File: src/pll_regs_pkg.sv
// Register map, field positions and reset values of the analog enable and charge pump registers.
// Assumes a 32-bit APB master; registers sit in the low 24 bits of one aligned word each.
package pll_regs_pkg;

  // Printed offsets are register indices; the byte address is four times the index.
  localparam logic [7:0] ANALOG_ENABLE_IDX = 8'h08;
  localparam logic [7:0] CHARGE_PUMP_IDX = 8'h09;
  localparam logic [11:0] ANALOG_ENABLE_ADDR = 12'h020;
  localparam logic [11:0] CHARGE_PUMP_ADDR = 12'h024;
  localparam logic [11:0] PAD_CONTROL_ADDR = 12'h03c;
  localparam int REG_WIDTH = 24;

  localparam logic [23:0] ANALOG_ENABLE_RESET = 24'hc1beff;
  localparam logic [23:0] CHARGE_PUMP_RESET = 24'h403264;
  localparam logic PAD_ALWAYS_ON_RESET = 1'h0;

  // Analog enable register fields.
  localparam int BIAS_POWER_BIT = 0;
  localparam int PUMP_POWER_BIT = 1;
  localparam int PHASE_COMPARE_POWER_BIT = 2;
  localparam int REF_BUFFER_POWER_BIT = 3;
  localparam int VCO_BUFFER_POWER_BIT = 4;
  localparam int PAD_ENABLE_BIT = 5;
  localparam int DIVIDER_CLOCK_GATE_BIT = 7;
  localparam int PRESCALER_CLOCK_BIT = 9;
  localparam int PRESCALER_BIAS_BIT = 10;
  localparam int PUMP_OPAMP_BIT = 11;
  localparam int HIGH_FREQ_REF_BIT = 21;

  // Pad control register field (the chip-wide pad policy bit).
  localparam int PAD_ALWAYS_ON_BIT = 7;

  // Charge pump register fields.
  localparam int DOWN_CURRENT_LSB = 0;
  localparam int UP_CURRENT_LSB = 7;
  localparam int OFFSET_CURRENT_LSB = 14;
  localparam int CURRENT_WIDTH = 7;
  localparam int OFFSET_UP_BIT = 21;
  localparam int OFFSET_DOWN_BIT = 22;
  localparam int HIGH_CURRENT_BIT = 23;

endpackage

File: src/ctrl_word_reg.sv
// One software-written control word with a reset value and per-byte write enables.
// Assumes the caller supplies a single-cycle write strobe in the clk_i domain.
`timescale 1ns/1ps
`default_nettype none
module ctrl_word_reg #(
  parameter int WIDTH = 24,
  parameter logic [WIDTH-1:0] RESET_VALUE = '0
) (
  // Clock and reset
  input wire logic clk_i,
  input wire logic rst_n_i,
  // Write port
  input wire logic wr_i,
  input wire logic [3:0] strb_i,
  input wire logic [31:0] wdata_i,
  // Stored value
  output logic [WIDTH-1:0] value_o
);

  // The byte strobes cover one 32-bit word, so wider registers cannot be served.
  if (WIDTH < 1 || WIDTH > 32) begin : g_width_check
    $error("ctrl_word_reg width out of range");
  end

  typedef struct packed {
    logic [WIDTH-1:0] value;
  } state_s;

  state_s state_q;
  state_s state_d;

  always_comb begin
    state_d = state_q;
    if (wr_i) begin
      for (int i = 0; i < WIDTH; i++) begin
        if (strb_i[i / 8]) begin
          state_d.value[i] = wdata_i[i];
        end
      end
    end
  end

  always_ff @(posedge clk_i or negedge rst_n_i) begin
    if (!rst_n_i) begin
      state_q.value <= RESET_VALUE;
    end else begin
      state_q <= state_d;
    end
  end

  assign value_o = state_q.value;

endmodule
`default_nettype wire

File: src/sync_2ff.sv
// Two-stage synchroniser for a single level from outside the clk_i domain.
// Assumes the input is a slow level; the first stage feeds only the second.
`timescale 1ns/1ps
`default_nettype none
module sync_2ff #(
  parameter logic RESET_VALUE = 1'b0
) (
  // Clock and reset
  input wire logic clk_i,
  input wire logic rst_n_i,
  // Level
  input wire logic d_i,
  output logic q_o
);

  typedef struct packed {
    logic meta;
    logic sync;
  } state_s;

  state_s state_q;
  state_s state_d;

  always_comb begin
    state_d.meta = d_i;
    state_d.sync = state_q.meta;
  end

  always_ff @(posedge clk_i or negedge rst_n_i) begin
    if (!rst_n_i) begin
      state_q <= {RESET_VALUE, RESET_VALUE};
    end else begin
      state_q <= state_d;
    end
  end

  assign q_o = state_q.sync;

endmodule
`default_nettype wire

File: src/pll_analog_enable_and_pump_regs.sv
// Analog enable and charge pump configuration registers with APB access and static control outputs.
// Assumes a 25 MHz clk_i, an APB master, and an address-match level from the serial port front end.
//
// What this block does
// - Reset loads the analog enable register with c1beff.
// - Reset loads the charge pump register with 403264.
// - Bits 0..4 drive bias, pump, phase compare, reference and VCO buffer powers.
// - Pad enable low keeps the lock/serial-out pin disabled.
// - Pad enable and always-on select high drive the pin continuously.
// - Pad enable high, select low: release pin while a foreign chip address is seen.
// - Bit 7 gates the VCO divider clock into digital logic, reset 1.
// - Bit 9 enables prescaler clock, bit 10 prescaler and buffer bias, reset 1.
// - Bits 6:0 set pump down current in 20 uA steps, reset 100.
// - Bits 13:7 set pump up current in 20 uA steps, reset 100.
// - Bits 20:14 set pump offset current in 5 uA steps, reset 0.
// - Bit 23 selects high-current charge pump operation, reset 0.
`timescale 1ns/1ps
`default_nettype none
module pll_analog_enable_and_pump_regs (
  // Clock and reset
  input wire logic clk_i,
  input wire logic rst_n_i,
  // APB slave
  input wire logic psel,
  input wire logic penable,
  input wire logic pwrite,
  input wire logic [11:0] paddr,
  input wire logic [31:0] pwdata,
  input wire logic [3:0] pstrb,
  output logic [31:0] prdata,
  output logic pready,
  output logic pslverr,
  // Serial port address match, asynchronous to clk_i
  input wire logic addr_seen_i,
  input wire logic addr_match_i,
  // Lock detect / serial out pin
  input wire logic pin_data_i,
  output logic lock_serial_out_pin_o,
  output logic lock_serial_out_pin_oe_n_o,
  // Analog enables
  output logic bias_power_o,
  output logic pump_power_o,
  output logic phase_compare_power_o,
  output logic ref_buffer_power_o,
  output logic vco_buffer_power_o,
  output logic divider_clock_gate_o,
  output logic prescaler_clock_o,
  output logic prescaler_bias_o,
  output logic pump_opamp_o,
  output logic high_freq_ref_o,
  // Charge pump settings
  output logic [6:0] pump_down_current_o,
  output logic [6:0] pump_up_current_o,
  output logic [6:0] offset_current_o,
  output logic offset_up_o,
  output logic offset_down_o,
  output logic high_current_pump_o
);

  typedef struct packed {
    logic [31:0] rdata;
    logic ready;
    logic slverr;
    logic pad_always_on_select;
    logic pin_out;
    logic pin_oe_n;
    logic [23:0] analog_out;
    logic [23:0] pump_out;
  } state_s;

  state_s state_q;
  state_s state_d;

  logic [23:0] analog_enable_control;
  logic [23:0] charge_pump_control;
  logic seen_sync;
  logic match_sync;
  logic pin_data_sync;
  logic setup;
  logic wr_analog;
  logic wr_pump;
  logic hit;

  // A transfer is decoded in its setup cycle and answered in the first access cycle.
  assign setup = psel && !penable && !state_q.ready;
  assign hit = (paddr == pll_regs_pkg::ANALOG_ENABLE_ADDR) || (paddr == pll_regs_pkg::CHARGE_PUMP_ADDR)
    || (paddr == pll_regs_pkg::PAD_CONTROL_ADDR);
  assign wr_analog = setup && pwrite && (paddr == pll_regs_pkg::ANALOG_ENABLE_ADDR);
  assign wr_pump = setup && pwrite && (paddr == pll_regs_pkg::CHARGE_PUMP_ADDR);

  ctrl_word_reg #(
    .WIDTH(pll_regs_pkg::REG_WIDTH),
    .RESET_VALUE(pll_regs_pkg::ANALOG_ENABLE_RESET)
  ) u_analog_reg (
    .clk_i(clk_i),
    .rst_n_i(rst_n_i),
    .wr_i(wr_analog),
    .strb_i(pstrb),
    .wdata_i(pwdata),
    .value_o(analog_enable_control)
  );

  ctrl_word_reg #(
    .WIDTH(pll_regs_pkg::REG_WIDTH),
    .RESET_VALUE(pll_regs_pkg::CHARGE_PUMP_RESET)
  ) u_pump_reg (
    .clk_i(clk_i),
    .rst_n_i(rst_n_i),
    .wr_i(wr_pump),
    .strb_i(pstrb),
    .wdata_i(pwdata),
    .value_o(charge_pump_control)
  );

  sync_2ff #(.RESET_VALUE(1'b0)) u_seen_sync (
    .clk_i(clk_i),
    .rst_n_i(rst_n_i),
    .d_i(addr_seen_i),
    .q_o(seen_sync)
  );

  sync_2ff #(.RESET_VALUE(1'b0)) u_match_sync (
    .clk_i(clk_i),
    .rst_n_i(rst_n_i),
    .d_i(addr_match_i),
    .q_o(match_sync)
  );

  sync_2ff #(.RESET_VALUE(1'b0)) u_pin_sync (
    .clk_i(clk_i),
    .rst_n_i(rst_n_i),
    .d_i(pin_data_i),
    .q_o(pin_data_sync)
  );

  always_comb begin
    state_d = state_q;
    state_d.ready = setup;
    state_d.slverr = 1'b0;
    if (setup) begin
      state_d.rdata = 32'h0;
      if (!hit) begin
        state_d.slverr = 1'b1;
      end else if (!pwrite) begin
        case (paddr)
          pll_regs_pkg::ANALOG_ENABLE_ADDR: state_d.rdata = {8'h00, analog_enable_control};
          pll_regs_pkg::CHARGE_PUMP_ADDR: state_d.rdata = {8'h00, charge_pump_control};
          pll_regs_pkg::PAD_CONTROL_ADDR: begin
            state_d.rdata[pll_regs_pkg::PAD_ALWAYS_ON_BIT] = state_q.pad_always_on_select;
          end
          default: state_d.rdata = 32'h0;
        endcase
      end else if (paddr == pll_regs_pkg::PAD_CONTROL_ADDR && pstrb[0]) begin
        state_d.pad_always_on_select = pwdata[pll_regs_pkg::PAD_ALWAYS_ON_BIT];
      end
    end
    // Outputs are registered copies so that every port comes from a flip-flop.
    state_d.analog_out = analog_enable_control;
    state_d.pump_out = charge_pump_control;
    state_d.pin_out = pin_data_sync;
    // Pad policy; oe_n low means the pin is driven.
    if (!analog_enable_control[pll_regs_pkg::PAD_ENABLE_BIT]) begin
      state_d.pin_oe_n = 1'b1;
    end else if (state_q.pad_always_on_select) begin
      state_d.pin_oe_n = 1'b0;
    end else begin
      state_d.pin_oe_n = seen_sync && !match_sync;
    end
  end

  always_ff @(posedge clk_i or negedge rst_n_i) begin
    if (!rst_n_i) begin
      state_q.rdata <= 32'h0;
      state_q.ready <= 1'b0;
      state_q.slverr <= 1'b0;
      state_q.pad_always_on_select <= pll_regs_pkg::PAD_ALWAYS_ON_RESET;
      state_q.pin_out <= 1'b0;
      state_q.pin_oe_n <= 1'b1;
      state_q.analog_out <= pll_regs_pkg::ANALOG_ENABLE_RESET;
      state_q.pump_out <= pll_regs_pkg::CHARGE_PUMP_RESET;
    end else begin
      state_q <= state_d;
    end
  end

  assign prdata = state_q.rdata;
  assign pready = state_q.ready;
  assign pslverr = state_q.slverr;
  assign lock_serial_out_pin_o = state_q.pin_out;
  assign lock_serial_out_pin_oe_n_o = state_q.pin_oe_n;
  assign bias_power_o = state_q.analog_out[pll_regs_pkg::BIAS_POWER_BIT];
  assign pump_power_o = state_q.analog_out[pll_regs_pkg::PUMP_POWER_BIT];
  assign phase_compare_power_o = state_q.analog_out[pll_regs_pkg::PHASE_COMPARE_POWER_BIT];
  assign ref_buffer_power_o = state_q.analog_out[pll_regs_pkg::REF_BUFFER_POWER_BIT];
  assign vco_buffer_power_o = state_q.analog_out[pll_regs_pkg::VCO_BUFFER_POWER_BIT];
  assign divider_clock_gate_o = state_q.analog_out[pll_regs_pkg::DIVIDER_CLOCK_GATE_BIT];
  assign prescaler_clock_o = state_q.analog_out[pll_regs_pkg::PRESCALER_CLOCK_BIT];
  assign prescaler_bias_o = state_q.analog_out[pll_regs_pkg::PRESCALER_BIAS_BIT];
  // Software is expected to keep this at one; hardware passes it through.
  assign pump_opamp_o = state_q.analog_out[pll_regs_pkg::PUMP_OPAMP_BIT];
  assign high_freq_ref_o = state_q.analog_out[pll_regs_pkg::HIGH_FREQ_REF_BIT];
  assign pump_down_current_o = state_q.pump_out[pll_regs_pkg::DOWN_CURRENT_LSB +: pll_regs_pkg::CURRENT_WIDTH];
  assign pump_up_current_o = state_q.pump_out[pll_regs_pkg::UP_CURRENT_LSB +: pll_regs_pkg::CURRENT_WIDTH];
  assign offset_current_o = state_q.pump_out[pll_regs_pkg::OFFSET_CURRENT_LSB +: pll_regs_pkg::CURRENT_WIDTH];
  assign offset_up_o = state_q.pump_out[pll_regs_pkg::OFFSET_UP_BIT];
  assign offset_down_o = state_q.pump_out[pll_regs_pkg::OFFSET_DOWN_BIT];
  assign high_current_pump_o = state_q.pump_out[pll_regs_pkg::HIGH_CURRENT_BIT];

endmodule
`default_nettype wire

File: config.mk
export PLATFORM = sky130hd
export DESIGN_NAME = pll_analog_enable_and_pump_regs
export DESIGN_NICKNAME = d
export VERILOG_FILES = /design/src/pll_regs_pkg.sv /design/src/ctrl_word_reg.sv /design/src/sync_2ff.sv /design/src/pll_analog_enable_and_pump_regs.sv
export SDC_FILE = /design/constraint.sdc
export NUM_CORES = 1
export LEC_CHECK = 0
export ABC_AREA = 1
export BUFFER_PORTS_ARGS = -buffer_cell sky130_fd_sc_hd__buf_2
export CAP_MARGIN = 40
export CORE_MARGIN = 2
export CORE_UTILIZATION = 53
export CTS_CLUSTER_DIAMETER = 150
export DETAILED_ROUTE_END_ITERATION = 6
export PLACE_DENSITY_LB_ADDON = 0.25
export SYNTH_ARGS = -nofsm -noshare
export SYNTH_HDL_FRONTEND = slang
export SYNTH_SLANG_ARGS = --single-unit
File: constraint.sdc
create_clock -name clk_i -period 1.6 [get_ports clk_i]
set_input_delay 0.08 -clock clk_i [delete_from_list [all_inputs] [get_ports clk_i]]
set_output_delay 0.08 -clock clk_i [all_outputs]
set_load 0.03 [all_outputs]
Word-level counts from Yosys, hierarchy flattened
Index checks and enable logic that the tools add are counted.
{ "classes": {"n_eq_ne": 3, "n_mux": 12, "n_reduce_logical": 19} }
{ "op_table": {"columns": ["op", "n"], "rows": [
  ["2-to-1 mux 24 bit", 2],
  ["== test 12 x 6 -> 1 bit, second input constant", 3],
  ["case mux 16 bit (2 select lines)", 1],
  ["case mux 7 bit (2 select lines)", 1],
  ["AND reduction 2 bit", 6],
  ["logical AND 1 bit", 7],
  ["2-to-1 mux 1 bit", 6],
  ["AND reduction 4 bit", 1],
  ["logical NOT 1 bit", 3],
  ["case mux 1 bit (3 select lines)", 1],
  ["logical OR 1 bit", 2],
  ["2-to-1 mux 2 bit", 1]
]} }
{ "totals": {"reg_bits": 137, "output_inout_bits": 70, "elab_cells": 54} }

Logic depth before layout (Yosys ltp)
{ "depth": {"word_depth": 6, "depth_mapped": 9} }

Modules after synthesis
From an unflattened synthesis, not the netlist that was laid out.
{ "hier_totals": {"cells_unflattened": 534, "area_unflattened_um2": 4992.3} }
{ "modules_own_cells": {"columns": ["mod", "n_inst", "cells_each", "area_each_um2", "seq_area_each_um2"], "rows": [
  ["pll_analog_enable_and_pump_regs", 1, 318, 2875.3, 1597.8],
  ["ctrl_word_reg (u_analog_reg)", 1, 105, 989.7, 621.8],
  ["ctrl_word_reg (u_pump_reg)", 1, 105, 977.2, 609.3],
  ["sync_2ff", 3, 2, 50.0, 50.0]
]} }

Worst setup path after synthesis
Ideal clock, no wire load.
{ "synth_timing": {"path_type": "flip-flop to flip-flop", "start": "reg state_q (netlist bit pready)", "end": "reg u_analog_reg.state_q (netlist bit u_analog_reg.value_o[21])", "setup_time_ps": 118, "arrival_ps": 1348, "slack_ps": 133, "stages_incl_launch_ff": 8, "n_path_buf": 1, "path_cell_list": "dfrtp_1 -> inv_1 -> nand2_2 -> nor2_4 -> nand3_2 -> buf_6 -> nand2_1 -> o21ai_2"} }
{ "synth_via": {"elab_chain_cells": 5} }
{ "synth_lines": {"columns": ["element", "line", "text"], "rows": [
  ["start: declaration", "pll_analog_enable_and_pump_regs.sv:71", "state_s state_q;"],
  ["start signal: assignment", "pll_analog_enable_and_pump_regs.sv:182", "state_q <= state_d;"],
  ["logical NOT 1 bit", "pll_analog_enable_and_pump_regs.sv:85", "assign setup = psel && !penable && !state_q.ready;"],
  ["logical AND 1 bit", "pll_analog_enable_and_pump_regs.sv:85", null],
  ["logical AND 1 bit (2 in series)", "pll_analog_enable_and_pump_regs.sv:88", "assign wr_analog = setup && pwrite && (paddr == pll_regs_pkg::ANALOG_ENABLE_ADDR);"],
  ["AND reduction 2 bit (no source line)", null, null],
  ["end signal: assignment", "ctrl_word_reg.sv:47", "state_q <= state_d;"],
  ["end: declaration", "ctrl_word_reg.sv:29", "state_s state_q;"]
]} }
No other way between the ends.
A chain may end at the register's enable or synchronous reset.

Worst setup path after layout
{ "layout_timing": {"start": "reg state_q (netlist bit pready)", "end": "reg u_pump_reg.state_q (netlist bit u_pump_reg.value_o[1])"} }
{ "layout_via": {"elab_chain_cells": 5} }
{ "layout_lines": {"columns": ["element", "line", "text"], "rows": [
  ["logical NOT 1 bit", "pll_analog_enable_and_pump_regs.sv:85", null],
  ["logical AND 1 bit", "pll_analog_enable_and_pump_regs.sv:85", null],
  ["logical AND 1 bit (2 in series)", "pll_analog_enable_and_pump_regs.sv:89", "assign wr_pump = setup && pwrite && (paddr == pll_regs_pkg::CHARGE_PUMP_ADDR);"],
  ["AND reduction 2 bit (no source line)", null, null],
  ["end signal: assignment", "ctrl_word_reg.sv:47", null],
  ["end: declaration", "ctrl_word_reg.sv:29", null]
]} }
No other way between the ends.

==> metrics.md <==
| Metric | Value |
|---|---|
| Setup Viol. Count Final | `0` |
| Critical path startpoint category | `register` |
| Clock sinks | `117` |
| FF+latch count, synth | `117` |
| Number of global-route vias before repair | `~3800` |
| Max Freq | `between 0.6 and 0.7 GHz` |
| CTS Buf Count | `17` |
| Fin. max-slew vios | `0` |
| DR vias | `3665` |
| Critical path capture point type | `register` |
| Area of the core | `between 9000 and 10000 µm²` |
| Maxcap violations | `0` |
| DRT Wirelength | `roughly 11000 µm` |
| Distinct cell type count after synthesis | `25` |
| Initial antenna violation count | `0` |
| Max VDD drop | `0.7717 mV` |
| Port-buffer cells | `approximately 110` |
| Met3 wire length | `396 µm` |
| Max layer used | `met4` |
| Register share of total power | `0.410` |
| Worst stage delay on the critical path | `0.37 ns` |
| Comb pwr share | `0.046` |
| CTS tree | `yes` |
| Hold Path Class | `primary input to register` |
| Cell Pwr Density | `1167 nW/µm²` |
| Final min period | `roughly 1.5 ns` |
| Buf+Inv Stages, Crit Path | `1` |
| CP max FO | `16` |
| DP Area | `5326 µm²` |
| First-pass GRT wire length | `17500 µm` |
| ANT nets after route | `0` |
| Pwr Total | `7.281 mW` |
| CP top delay family | `simple AND/OR/NAND/NOR gates` |
| Worst EP arrival | `between 1.5 and 2 ns` |
| Post-layout util | `0.6754` |
| Initial DRC Count | `roughly 170` |
| Syn avg cell area | `9.953 µm²` |
| Clk root buf | `clkbuf_8` |
| Post-Syn Area | `5026 µm²` |
| Resize count post-CTS | `0` |
| Drt pass-1 iters | `4` |
| CTS clock-pin slew for the worst setup and hold paths | `0.06 ns` |
| Gr ovfl total | `0` |
| Largest net degree at the start of global routing | `118` |
| Synth area leaders | `dfrtp_1, dfstp_2, nand2_1` |
| Slew @ Worst Pin | `0.6233 ns` |
| Final period utilization | `0.9352` |
| Setup CP Type | `register to register` |
| Via/cell ratio | `4.900` |
| Layout cells sized above 1 | `0.3700` |
| Average wire per standard cell | `14.09 µm` |
| Met2 Routed Length | `~5400 µm` |
| Skew final | `between 0.009 and 0.01 ns` |
| Layout Nets | `662` |
| Post-synth top area cell | `dfrtp_1` |
| Rel. slew slack | `0.5845` |
| Met1 wire length | `4645 µm` |
| CP Cell Sequence | `inv_1, nand2_2, nor2_4, nand3_2, nand2_1, o21ai_2` |
| Die H | `between 100 and 150 µm` |
| Final Hold Vio Count | `0` |
| Initial Util | `0.5439` |
| Area growth, synth to finish | `24.17%` |
| Area fraction of the dominant cell type after synthesis | `0.3784` |
| Synthesized instance count | `505` |
| Net Switching | `approximately 1.6 mW` |
| Design Area, Final | `6241 µm²` |
| Die X | `101.4 µm` |
| Diode count | `0` |
| R2r setup slk | `0.10 ns` |
| Register area share after synthesis | `0.5927` |
| Clk buf depth | `2` |
| Placement Rows | `35` |
| Synth warn | `0` |
| Clk pwr share | `0.544` |
| Lkg Pwr | `approximately 3.3 nW` |
| Most frequent cells in the layout | `nand2_1, buf_2, dfrtp_1` |
| Post-CTS setup buffers | `0` |
| Pint | `5.728 mW` |
| Critical Path RT | `1.97 ns` |
| Detailed Place HPWL | `6603 µm` |
| DRC viols | `0` |
| Overall routing resource usage | `0.2209` |
| Cell at the slowest stage of the critical path | `dfrtp_1` |
| Die area | `approximately 10000 µm²` |
| I/O pins | `126` |
| Status | `finished clean` |
| Sw Share | `0.2133` |
| Placer Congestion | `0.8145` |
| RSZ-0062 raised after global routing | `yes` |
| Most common cell after layout, fill and taps aside | `nand2_1` |
| H-tree depth | `4` |
| Later-pin clock latency in the skew report | `0.49 ns` |
[per-layer routing]
metal	vias up	track usage
met5	-	0
met4	0	0.07796
met3	12	0.04486
met2	95	0.3775
met1	1790	0.2812
li1	1768	-
[power by group through the flow]
stage	clock, mW	sequential (mW)	combinational (mW)
after floorplan	0	3.04	0.126
after global placement	0	3.03	0.276
after detailed placement	0	3.03	0.282
after CTS	4.00	2.98	0.337
after global routing	4.12	2.98	0.371
final	3.96	2.98	0.334
[timing repair]
action                                  in CTS  in global routing
endpoints found under the setup margin       0                 10
hold endpoints to repair                   128                  0
hold buffers                                29                  0
[kinds of logic after synthesis]
logic type             after synthesis  share of synthesized area
other                                1                  0.0007461
AO/OA/AOI/OAI                       49                    0.06223
flip-flops                         117                     0.5927
AND/OR/NAND/NOR                    233                     0.2158
buffers and inverters              105                     0.1285
[worst paths after layout]
check | start | to | cells after the start
max | pready$_DFF_PN0_ | u_pump_reg.value_o[1]$_DFFE_PN0P_ | 6
min | paddr[4] | prdata[17]$_DFFE_PN0P_ | 6
max in group asynchronous | rst_n_i | u_analog_reg.value_o[17]$_DFFE_PN0P_ | 3
min in group asynchronous | rst_n_i | u_pin_sync.state_d[0]$_DFF_PN0_ | 3
min reg2reg | u_pin_sync.q_o$_DFF_PN0_ | lock_serial_out_pin_o$_DFF_PN0_ | 0
max reg2reg | pready$_DFF_PN0_ | u_pump_reg.value_o[1]$_DFFE_PN0P_ | 6
[worst register-to-register path, stage by stage (launching register included)]
cell and delay (ns):
dfrtp_1 0.37, inv_1 0.06, nand2_2 0.10, nor2_4 0.23, nand3_2 0.37, nand2_1 0.19, o21ai_2 0.06
[Yosys cell counts]
master    count
nand2_1     126
dfrtp_1      76
nand3_1      75
buf_4        53
dfstp_2      41
o21ai_1      30
inv_1        29
o21ai_2      18
nor2_1        9
clkbuf_1      8
buf_2         6
buf_6         6
nand3_2       6
nor2_2        6
nand2_2       4
inv_2         2
nor3_4        2
and2_1        1
clkinv_1      1
conb_1        1
nand3_4       1
nor2_4        1
nor3_1        1
nor3b_1       1
o21ai_0       1
[metrics by stage]
step | hold slack [ns] | instances | TNS, ns | setup slack, ns
floorplan | -0.2156 | 512 | 0 | 0.1333
global placement | 0.1897 | 687 | 0 | 0.1323
detailed placement | 0.1898 | 687 | 0 | 0.07754
CTS | 0.03639 | 748 | 0 | 0.1119
global route | 0.06783 | 748 | -0.1306 | -0.03614
finish | 0.04785 | 748 | 0 | 0.1037
[sequential cells by signal, summed over array words and instances (netlist names), 7 cells and up]
| signal | cells |
|---|---|
| prdata | 24 |
| offset_current_o | 7 |
| u_pump_reg.value_o | 24 |
| pump_up_current_o | 7 |
| pump_down_current_o | 7 |
| u_analog_reg.value_o | 24 |
[final cells by class]
cell class | instances | area (µm²)
Multi-Input combinational cell | 290 | 1428
Tap cell | 129 | 161.4
Inverter | 32 | 120.1
Clock buffer | 21 | 450.4
Clock inverter | 11 | 173.9
Sequential cell | 117 | 2979
Timing Repair Buffer | 148 | 928.4
Fill cell | 726 | 2999
No activity file was read; power rests on OpenSTA's default activity.
